--- src/rtl/sar_seq_pkg.sv ---
// Constants and types shared by the conversion sequencer and its trial register
// Contract
// During acquisition, sample switches closed and array plates tied to the inputs.
// A rising convert_start from the host ends acquisition and starts conversion.
// Open both sample switches first, then move arrays from inputs to ground.
// Sixteen binary-weighted trial steps, half the previous, from MSB down to LSB.
// Decide one bit at a time, MSB first, toggling elements toward comparator balance.
// Keep a trial bit when input is not exceeded, else clear it.
// When the search ends, present the code and drop busy.
// Conversion timed by an internal clock, independent of the serial clock.
// Result is 16-bit two's complement, zero input gives 0x0000.
// Over positive full scale, output saturates at 0x7FFF.
// Under negative full scale, output saturates at 0x8000.
// Span compression keeps the full code range over the reduced input span.
// Span compression is off after reset, on only after software writes it.
// While the clamp is active, set the overvoltage clamp flag.
// Clamp flag is sticky and clears only when software reads its register.
// Clamp condition is also shown in the result status bits.
package sar_seq_pkg;

  // Resolution and code constants
  localparam int RES_BITS = 16;
  localparam logic [15:0] CODE_SIGN_FLIP = 16'h8000;
  localparam logic [15:0] CODE_POS_MAX = 16'h7FFF;
  localparam logic [15:0] CODE_NEG_MIN = 16'h8000;
  localparam logic [15:0] TRIAL_ALL_ONES = 16'hFFFF;
  localparam logic [15:0] TRIAL_ALL_ZERO = 16'h0000;

  // Conversion clock: one enable pulse every CONV_DIV pclk cycles
  localparam int CONV_DIV = 4;

  // Register byte offsets
  localparam logic [7:0] OFS_CTRL = 8'h00;
  localparam logic [7:0] OFS_STATUS = 8'h04;
  localparam logic [7:0] OFS_RESULT = 8'h08;
  localparam logic [7:0] OFS_CLAMP = 8'h0C;
  localparam logic [7:0] OFS_IRQ_STAT = 8'h10;
  localparam logic [7:0] OFS_IRQ_MASK = 8'h14;

  // Field positions
  localparam int CTRL_SPAN_BIT = 0;
  localparam int STATUS_BUSY_BIT = 0;
  localparam int STATUS_CLAMP_LIVE_BIT = 1;
  localparam int STATUS_VALID_BIT = 2;
  localparam int RESULT_OV_BIT = 16;
  localparam int CLAMP_FLAG_BIT = 0;
  localparam int IRQ_DONE_BIT = 0;
  localparam int IRQ_CLAMP_BIT = 1;
  localparam int IRQ_W = 2;

  // Reset values
  localparam logic CTRL_SPAN_RESET = 1'b0;
  localparam logic [1:0] IRQ_MASK_RESET = 2'h0;
  localparam logic [15:0] RESULT_RESET = 16'h0000;

  // Sequencer states
  typedef enum logic [2:0] {
    ST_ACQ,
    ST_OPEN_SW,
    ST_GROUND,
    ST_TRIAL,
    ST_DECIDE,
    ST_DONE
  } seq_state_e;

endpackage

--- src/rtl/sar_trial_reg.sv ---
// Successive-approximation trial register with a walking bit pointer
`timescale 1ns/100ps
module sar_trial_reg
  import sar_seq_pkg::*;
#(
  parameter int W = RES_BITS
) (
  // Clock and reset
  input wire logic pclk,
  input wire logic presetn,
  // Step controls
  input wire logic load,
  input wire logic set_step,
  input wire logic decide,
  input wire logic keep,
  // Trial state
  output logic [W-1:0] trial,
  output logic last_bit
);

  logic [W-1:0] trial_reg;
  logic [W-1:0] mask_reg;
  logic [W-1:0] trial_next;
  logic [W-1:0] mask_next;

  // Next trial: raise the pointed bit, then keep or drop it
  assign trial_next = load ? '0 :
                      set_step ? (trial_reg | mask_reg) :
                      (decide && !keep) ? (trial_reg & ~mask_reg) : trial_reg;
  // Pointer halves the step each decision, MSB first
  assign mask_next = load ? {1'b1, {(W-1){1'b0}}} :
                     decide ? (mask_reg >> 1) : mask_reg;

  // Trial and pointer registers
  always_ff @(posedge pclk or negedge presetn) begin
    if (!presetn) begin
      trial_reg <= '0;
      mask_reg <= '0;
    end else begin
      trial_reg <= trial_next;
      mask_reg <= mask_next;
    end
  end

  assign trial = trial_reg;
  assign last_bit = mask_reg[0];

endmodule

--- src/rtl/sar_conversion_sequencer.sv ---
// Conversion sequencer of a 16-bit SAR converter with an APB register file
//
// The placing of the registers and the APB interface to the registers are this design's own decisions.
`timescale 1ns/100ps
module sar_conversion_sequencer
  import sar_seq_pkg::*;
#(
  parameter int DIV = CONV_DIV
) (
  // Clock and reset
  input wire logic pclk,
  input wire logic presetn,
  // APB slave
  input wire logic psel,
  input wire logic penable,
  input wire logic pwrite,
  input wire logic [7:0] paddr,
  input wire logic [31:0] pwdata,
  input wire logic [3:0] pstrb,
  output logic [31:0] prdata,
  output logic pready,
  output logic pslverr,
  // Host conversion start pin
  input wire logic convert_start,
  // Analog front end
  input wire logic comp_trial_high,
  input wire logic clamp_active,
  output logic sample_switch_pos,
  output logic sample_switch_neg,
  output logic array_to_inputs,
  output logic [15:0] dac_drive,
  output logic span_compress_en,
  // Result side
  output logic busy,
  output logic [15:0] result_code,
  output logic overvoltage_clamp_flag,
  output logic irq
);

  // Synchronisers for pins from outside the pclk domain
  logic [1:0] start_sync_reg;
  logic [1:0] comp_sync_reg;
  logic [1:0] clamp_sync_reg;
  logic start_prev_reg;
  logic start_rise;
  logic comp_s;
  logic clamp_s;

  always_ff @(posedge pclk or negedge presetn) begin
    if (!presetn) begin
      start_sync_reg <= 2'b00;
      comp_sync_reg <= 2'b00;
      clamp_sync_reg <= 2'b00;
      start_prev_reg <= 1'b0;
    end else begin
      start_sync_reg <= {start_sync_reg[0], convert_start};
      comp_sync_reg <= {comp_sync_reg[0], comp_trial_high};
      clamp_sync_reg <= {clamp_sync_reg[0], clamp_active};
      start_prev_reg <= start_sync_reg[1];
    end
  end

  // Rising edge of the synchronised start
  assign start_rise = start_sync_reg[1] && !start_prev_reg;
  assign comp_s = comp_sync_reg[1];
  assign clamp_s = clamp_sync_reg[1];

  // Internal conversion clock enable
  logic [$clog2(DIV+1)-1:0] div_cnt_reg;
  logic conv_tick;

  assign conv_tick = (div_cnt_reg == '0);

  always_ff @(posedge pclk or negedge presetn) begin
    if (!presetn) begin
      div_cnt_reg <= '0;
    end else if (conv_tick) begin
      div_cnt_reg <= ($clog2(DIV+1))'(DIV - 1);
    end else begin
      div_cnt_reg <= div_cnt_reg - 1'b1;
    end
  end

  // Sequencer state
  seq_state_e state_reg;
  seq_state_e state_next;
  logic trial_last;
  logic [15:0] trial;
  logic load_trial;
  logic set_step;
  logic decide_step;
  logic keep_bit;

  // Next-state logic; each step from ST_OPEN_SW to ST_DECIDE waits for a conversion tick
  always_comb begin
    state_next = state_reg;
    case (state_reg)
      ST_ACQ: begin
        if (start_rise) begin
          state_next = ST_OPEN_SW;
        end
      end
      ST_OPEN_SW: begin
        if (conv_tick) begin
          state_next = ST_GROUND;
        end
      end
      ST_GROUND: begin
        if (conv_tick) begin
          state_next = ST_TRIAL;
        end
      end
      ST_TRIAL: begin
        if (conv_tick) begin
          state_next = ST_DECIDE;
        end
      end
      ST_DECIDE: begin
        if (conv_tick) begin
          state_next = trial_last ? ST_DONE : ST_TRIAL;
        end
      end
      ST_DONE: begin
        state_next = ST_ACQ;
      end
      default: begin
        state_next = ST_ACQ;
      end
    endcase
  end

  always_ff @(posedge pclk or negedge presetn) begin
    if (!presetn) begin
      state_reg <= ST_ACQ;
    end else begin
      state_reg <= state_next;
    end
  end

  // Trial register controls
  assign load_trial = (state_reg == ST_GROUND) && conv_tick;
  assign set_step = (state_reg == ST_TRIAL) && conv_tick;
  assign decide_step = (state_reg == ST_DECIDE) && conv_tick;
  assign keep_bit = !comp_s;

  sar_trial_reg #(
    .W(RES_BITS)
  ) u_trial (
    .pclk(pclk),
    .presetn(presetn),
    .load(load_trial),
    .set_step(set_step),
    .decide(decide_step),
    .keep(keep_bit),
    .trial(trial),
    .last_bit(trial_last)
  );

  // Switch drive: closed only in ST_ACQ and ST_DONE, arrays tied to inputs in ST_ACQ, ST_DONE and ST_OPEN_SW
  logic acquiring;
  logic switches_open;
  assign acquiring = (state_reg == ST_ACQ) || (state_reg == ST_DONE);
  assign switches_open = !acquiring;

  always_ff @(posedge pclk or negedge presetn) begin
    if (!presetn) begin
      sample_switch_pos <= 1'b1;
      sample_switch_neg <= 1'b1;
      array_to_inputs <= 1'b1;
      dac_drive <= '0;
    end else begin
      sample_switch_pos <= !switches_open;
      sample_switch_neg <= !switches_open;
      array_to_inputs <= acquiring || (state_reg == ST_OPEN_SW);
      dac_drive <= (state_reg == ST_TRIAL || state_reg == ST_DECIDE) ? trial : '0;
    end
  end

  // Offset binary to two's complement with explicit saturation
  function automatic logic [15:0] to_code(input logic [15:0] t);
    if (t == TRIAL_ALL_ONES) begin
      to_code = CODE_POS_MAX;
    end else if (t == TRIAL_ALL_ZERO) begin
      to_code = CODE_NEG_MIN;
    end else begin
      to_code = t ^ CODE_SIGN_FLIP;
    end
  endfunction

  // Result, busy and valid
  logic [15:0] result_reg;
  logic result_ov_reg;
  logic busy_reg;
  logic valid_reg;
  logic conv_done;
  logic clamp_flag_reg;

  assign conv_done = (state_reg == ST_DONE);

  always_ff @(posedge pclk or negedge presetn) begin
    if (!presetn) begin
      result_reg <= RESULT_RESET;
      result_ov_reg <= 1'b0;
      busy_reg <= 1'b0;
      valid_reg <= 1'b0;
    end else begin
      if (start_rise && state_reg == ST_ACQ) begin
        busy_reg <= 1'b1;
      end else if (conv_done) begin
        busy_reg <= 1'b0;
      end
      if (conv_done) begin
        result_reg <= to_code(trial);
        result_ov_reg <= clamp_flag_reg || clamp_s;
        valid_reg <= 1'b1;
      end
    end
  end

  assign busy = busy_reg;
  assign result_code = result_reg;

  // APB decode
  logic setup_ph;
  logic access_ph;
  logic wr_en;
  logic rd_en;
  logic sel_ctrl;
  logic sel_status;
  logic sel_result;
  logic sel_clamp;
  logic sel_istat;
  logic sel_imask;
  logic addr_hit;

  assign setup_ph = psel && !penable;
  assign access_ph = psel && penable;
  assign sel_ctrl = (paddr == OFS_CTRL);
  assign sel_status = (paddr == OFS_STATUS);
  assign sel_result = (paddr == OFS_RESULT);
  assign sel_clamp = (paddr == OFS_CLAMP);
  assign sel_istat = (paddr == OFS_IRQ_STAT);
  assign sel_imask = (paddr == OFS_IRQ_MASK);
  assign addr_hit = sel_ctrl | sel_status | sel_result | sel_clamp | sel_istat | sel_imask;
  assign wr_en = access_ph && pwrite && addr_hit && pstrb[0];
  assign rd_en = access_ph && !pwrite;

  // Control, sticky clamp flag and interrupt registers
  logic span_reg;
  logic [IRQ_W-1:0] irq_stat_reg;
  logic [IRQ_W-1:0] irq_mask_reg;
  logic [IRQ_W-1:0] irq_set;
  logic [IRQ_W-1:0] irq_clr;
  logic clamp_rd_clr;

  assign irq_set = {clamp_s, conv_done};
  assign irq_clr = (wr_en && sel_istat) ? pwdata[IRQ_W-1:0] : '0;
  assign clamp_rd_clr = rd_en && sel_clamp;

  always_ff @(posedge pclk or negedge presetn) begin
    if (!presetn) begin
      span_reg <= CTRL_SPAN_RESET;
      irq_mask_reg <= IRQ_MASK_RESET;
      irq_stat_reg <= '0;
      clamp_flag_reg <= 1'b0;
    end else begin
      if (wr_en && sel_ctrl) begin
        span_reg <= pwdata[CTRL_SPAN_BIT];
      end
      if (wr_en && sel_imask) begin
        irq_mask_reg <= pwdata[IRQ_W-1:0];
      end
      irq_stat_reg <= (irq_stat_reg & ~irq_clr) | irq_set;
      // Live clamp wins over a read clear
      clamp_flag_reg <= clamp_s || (clamp_flag_reg && !clamp_rd_clr);
    end
  end

  assign span_compress_en = span_reg;
  assign overvoltage_clamp_flag = clamp_flag_reg;
  assign irq = |(irq_stat_reg & irq_mask_reg);

  // Read data captured in the setup phase
  logic [31:0] rdata_mux;
  logic [31:0] prdata_reg;

  assign rdata_mux =
    sel_ctrl ? {31'h0000_0000, span_reg} :
    sel_status ? {29'h0000_0000, valid_reg, clamp_s, busy_reg} :
    sel_result ? {15'h0000, result_ov_reg, result_reg} :
    sel_clamp ? {31'h0000_0000, clamp_flag_reg} :
    sel_istat ? {30'h0000_0000, irq_stat_reg} :
    sel_imask ? {30'h0000_0000, irq_mask_reg} : 32'h0000_0000;

  always_ff @(posedge pclk or negedge presetn) begin
    if (!presetn) begin
      prdata_reg <= 32'h0000_0000;
    end else if (setup_ph) begin
      prdata_reg <= rdata_mux;
    end
  end

  // Zero-wait answer; unmapped addresses raise pslverr
  assign prdata = prdata_reg;
  assign pready = access_ph;
  assign pslverr = access_ph && !addr_hit;

endmodule

--- config.mk ---
export PLATFORM = sky130hd
export DESIGN_NAME = sar_conversion_sequencer
export DESIGN_NICKNAME = d
export VERILOG_FILES = /design/src/rtl/sar_seq_pkg.sv /design/src/rtl/sar_trial_reg.sv /design/src/rtl/sar_conversion_sequencer.sv
export SDC_FILE = /design/constraint.sdc
export NUM_CORES = 1
export LEC_CHECK = 0
export BUFFER_PORTS_ARGS = -buffer_cell sky130_fd_sc_hd__clkbuf_2
export CAP_MARGIN = 40
export CORE_MARGIN = 1
export CORE_UTILIZATION = 50
export CTS_BUF_LIST = sky130_fd_sc_hd__clkbuf_16
export CTS_CLUSTER_SIZE = 16
export DETAILED_ROUTE_END_ITERATION = 7
export PLACE_DENSITY = 0.77
export SETUP_SLACK_MARGIN = 0.4
export SLEW_MARGIN = 20
export SYNTH_ARGS = -nofsm -noshare
export SYNTH_HDL_FRONTEND = slang
export SYNTH_SLANG_ARGS = --single-unit
--- constraint.sdc ---
create_clock -name pclk -period 2.5 [get_ports pclk]
set_clock_uncertainty 0.05 [all_clocks]
set_input_delay 0.125 -clock pclk [delete_from_list [all_inputs] [get_ports pclk]]
set_output_delay 0.125 -clock pclk [all_outputs]
set_load 0.05 [all_outputs]
==> impl_metrics.toml <==
[outcome]
status = "finished clean"

[power_and_ir_drop]
netSwitchingFraction_pct = 37.2
share_clk_of_total_power_pct = 29.8
power_w = 0.00491
power_density_cells_nw_per_um2 = 960
p_seq_share_pct = 44.9
leakagePower_nw = 2.49
switchingPower_w = 0.00182
internal-power_w = 0.00308
vdd_drop_max_uv = 401
comb_power_share_pct = 25.3

[hold_path]
hold_path_class = "in -> reg"
hold-path-cell-count = 2

[die]
rows = 33
die_y_um = 94.8
coreArea_um2 = 8260
num_io_pins = 125
floorplan.initialDensity_pct = 52.1
die_w_um = 94.8
dieArea_um2 = 8980

[clocking]
cts_buffer_depth = 2
numClockSinks = 105
clock_tree.root_cell = "clkbuf_16"
cts-buffers-inserted = 9
cts_tree = "yes"
clock_latency_at_the_later_pin_of_the_worst_skew_pair_ns = 0.34
cts_htree_levels = 3
post_cts.repair.setup_buffers = 0
worst_setup_hold_path_clk_slew_ns = 0.07

[timing]
final.min_clock_period_ns = 1.93
timing.slew.headroom_pct = 54.6
final.setup.tns_ns = 0
timing_worst_slew_pin_value_ns = 0.680
max_freq_mhz = 518
grt_setup_unrepaired = "no"
timing.final.max_slew_violations = 0
final-setup-viol-count = 0
period_utilization_pct = 77.3
final_hold_viol_count = 0
timing.hold.ws_ns = 0.0291

[detailed_routing]
avgRoutedWirePerCell_um = 15.6
dr.first_iter.drc_count = 199
dr_total_vias = 3153
remaining_drc_errors = 0
viasPerCell = 5.57
routed_wirelength_mm = 8.82
drt_first_pass_iters = 4
ant_nets = 0

[logic_synthesis]
sequential_to_total_area_share_from_yosys_stat_pct = 61.1
synth_warnings = 0
synth_cell_type_count = 45
synth_enable_flop_cells = 0
synth.ff_latch_count = 105
async_reset_ff_share_pct = 100
synth_area_per_cell_um2 = 11.3
ys.flop_type = "dfrtp_1"
netlist_area_um2 = 4300
postSynthCellCount = 380

[setup_path]
critPathMaxStageDelay_ns = 0.35
cp_num_cells = 8
worstRegToRegCells = 8
path_max_fanout = 16
number_of_buffer_and_inverter_stages_on_the_critical_path = 3
worst_path_dominant_cell_family = "adder cells"
worst_setup_path_start_kind = "register"
timing.critical_path.required_ns = 2.68
crit_arrival_ns = 2.12
endpoint_kind = "register"
cp_slowest_cell = "dfrtp_1"
critPathKind = "reg -> reg"
path_cells = "inv_1 -> ha_1 -> ha_1 -> inv_1 -> nor2_1 -> and3_1 -> buf_4 -> a211oi_1"

[placed_design]
placement.io_buffers = 76
hpwl_mm = 5.96
place.gp.congestion = 0.839

[flow_run]
maxCapViolations = 0

[global_routing]
number_of_antenna_violations_at_the_first_check_in_global_routing = 0
gr-usage-all-layers_pct = 21.1
grt_start_max_net_pins = 54
globalRouteOverflowTotal = 0
grt_pass1_vias = 3020
grt_first_pass_wirelength_mm = 14.5

[layout]
nNetsFinal = 511
fillCellCount = 670
layout-drive-gt1-share_pct = 24.7
largest_register_ffs = 17
areaGrowthSynthToFinish_pct = 18.8
final_core_util_pct = 61.9
num_antenna_cells = 0
==> placed cells by master (no fill, tap or decap), types with 2 or more instances in the layout <==
master	n
and2_1	18
o22a_1	13
clkinv_8	2
mux2_2	5
clkbuf_2	75
dfstp_2	2
and3_1	2
nand4_1	4
nor2_1	12
dlygate4sd3_1	6
inv_1	11
clkbuf_16	9
nand3_1	3
o41ai_1	3
nand2b_1	6
conb_1	15
nor3_1	4
a21o_1	4
a22o_1	15
buf_4	7
o21ai_0	20
a22oi_1	5
ha_1	3
nor2b_1	5
a21oi_1	24
nand2_1	41
a211oi_1	17
dfrtp_1	102
o22ai_1	2
==> path summary, 6_finish.rpt <==
kind                                       start                end  slack (ns)
worst max-delay path              div_cnt_reg[0]   u_trial.trial[2]        0.57
worst min-delay path                   pwdata[0]   span_compress_en        0.03
worst max register to register    div_cnt_reg[0]   u_trial.trial[2]        0.57
worst min register to register  comp_sync_reg[0]   comp_sync_reg[1]        0.31
max in group asynchronous                presetn  sample_switch_neg        1.31
min in group asynchronous                presetn          prdata[8]        0.31
==> repair_timing <==
action | CTS | global route
resized for setup | 0 | 2
hold buffers | 6 | 0
hold endpoints to repair | 57 | 0
endpoints found under the setup margin | 0 | 11
==> per-layer routing <==
metal / vias to the layer above / track usage, % / share of wire, %
li1: 1471 / - / -
met1: 1571 / 27.1 / 43
met2: 94 / 35.0 / 51
met3: 17 / 4.03 / 4.5
met4: 0 / 9.34 / 1.9
met5: - / 0 / 0
==> cell type report <==
type | instances | area (um^2) | area share [%]
clock buffer | 9 | 225 | 4.41
clock inverter | 7 | 98.8 | 1.93
inverter | 12 | 45.0 | 0.881
multi-input combinational | 239 | 1470 | 28.8
sequential | 105 | 2630 | 51.5
tap | 105 | 131 | 2.57
timing repair buffer | 89 | 508 | 9.94
==> kinds of logic (layout without fill, tap and decap cells) <==
logic type	count (synthesis)	count (layout)	share of synthesized area, %
and+or+nand+nor	104	104	12.5
DFF	105	105	61.1
adders and majority gates	3	3	0.872
other	1	15	0.0872
AOI/OAI and AO/OA	111	111	17.9
muxes	6	6	1.54
buffers and inverters	50	117	5.96
==> synth_stat cells (all sizes together) (2+ instances only) <==
cell    count  area [um^2]
nor2       12         45.0
a22oi       5         37.5
buf        23          155
a211oi     17          128
dfstp       2         52.6
o21ai      20          100
or4         2         18.8
nor3        4         20.0
nor2b       6         37.5
nand4       4         25.0
inv        11         41.3
or2         2         15.0
dfrtp     103         2580
mux2        5         56.3
o22ai       2         12.5
ha          3         37.5
nand2      41          154
nand2b      6         37.5
a21oi      24          120
and2       18          113
o41ai       3         26.3
nand3       3         15.0
and3        2         12.5
a22o       15          131
a21o        4         30.0
clkbuf     15         56.3
nor4        2         27.5
o22a       13          114
==> through the flow <==
stage          std cells  area (um^2)  setup WS, ns
3_3_place_gp         544         4720         0.572
3_5_place_dp         544         4720         0.453
6_report             566         5110         0.568
2_1_floorplan        394         4360         0.652
5_1_grt              566         5110         0.425
4_1_cts              566         5110         0.450
==> power by group through the flow <==
stage                     clock network [W]  logic (W)  registers [W]
after global placement                    0    0.00122        0.00221
after floorplan                           0   0.000546        0.00260
final                               0.00146    0.00124        0.00220
after global routing                0.00157    0.00133        0.00224
after detailed placement                  0    0.00124        0.00223
after CTS                           0.00149    0.00125        0.00219
No activity file was read; power rests on OpenSTA's default activity.
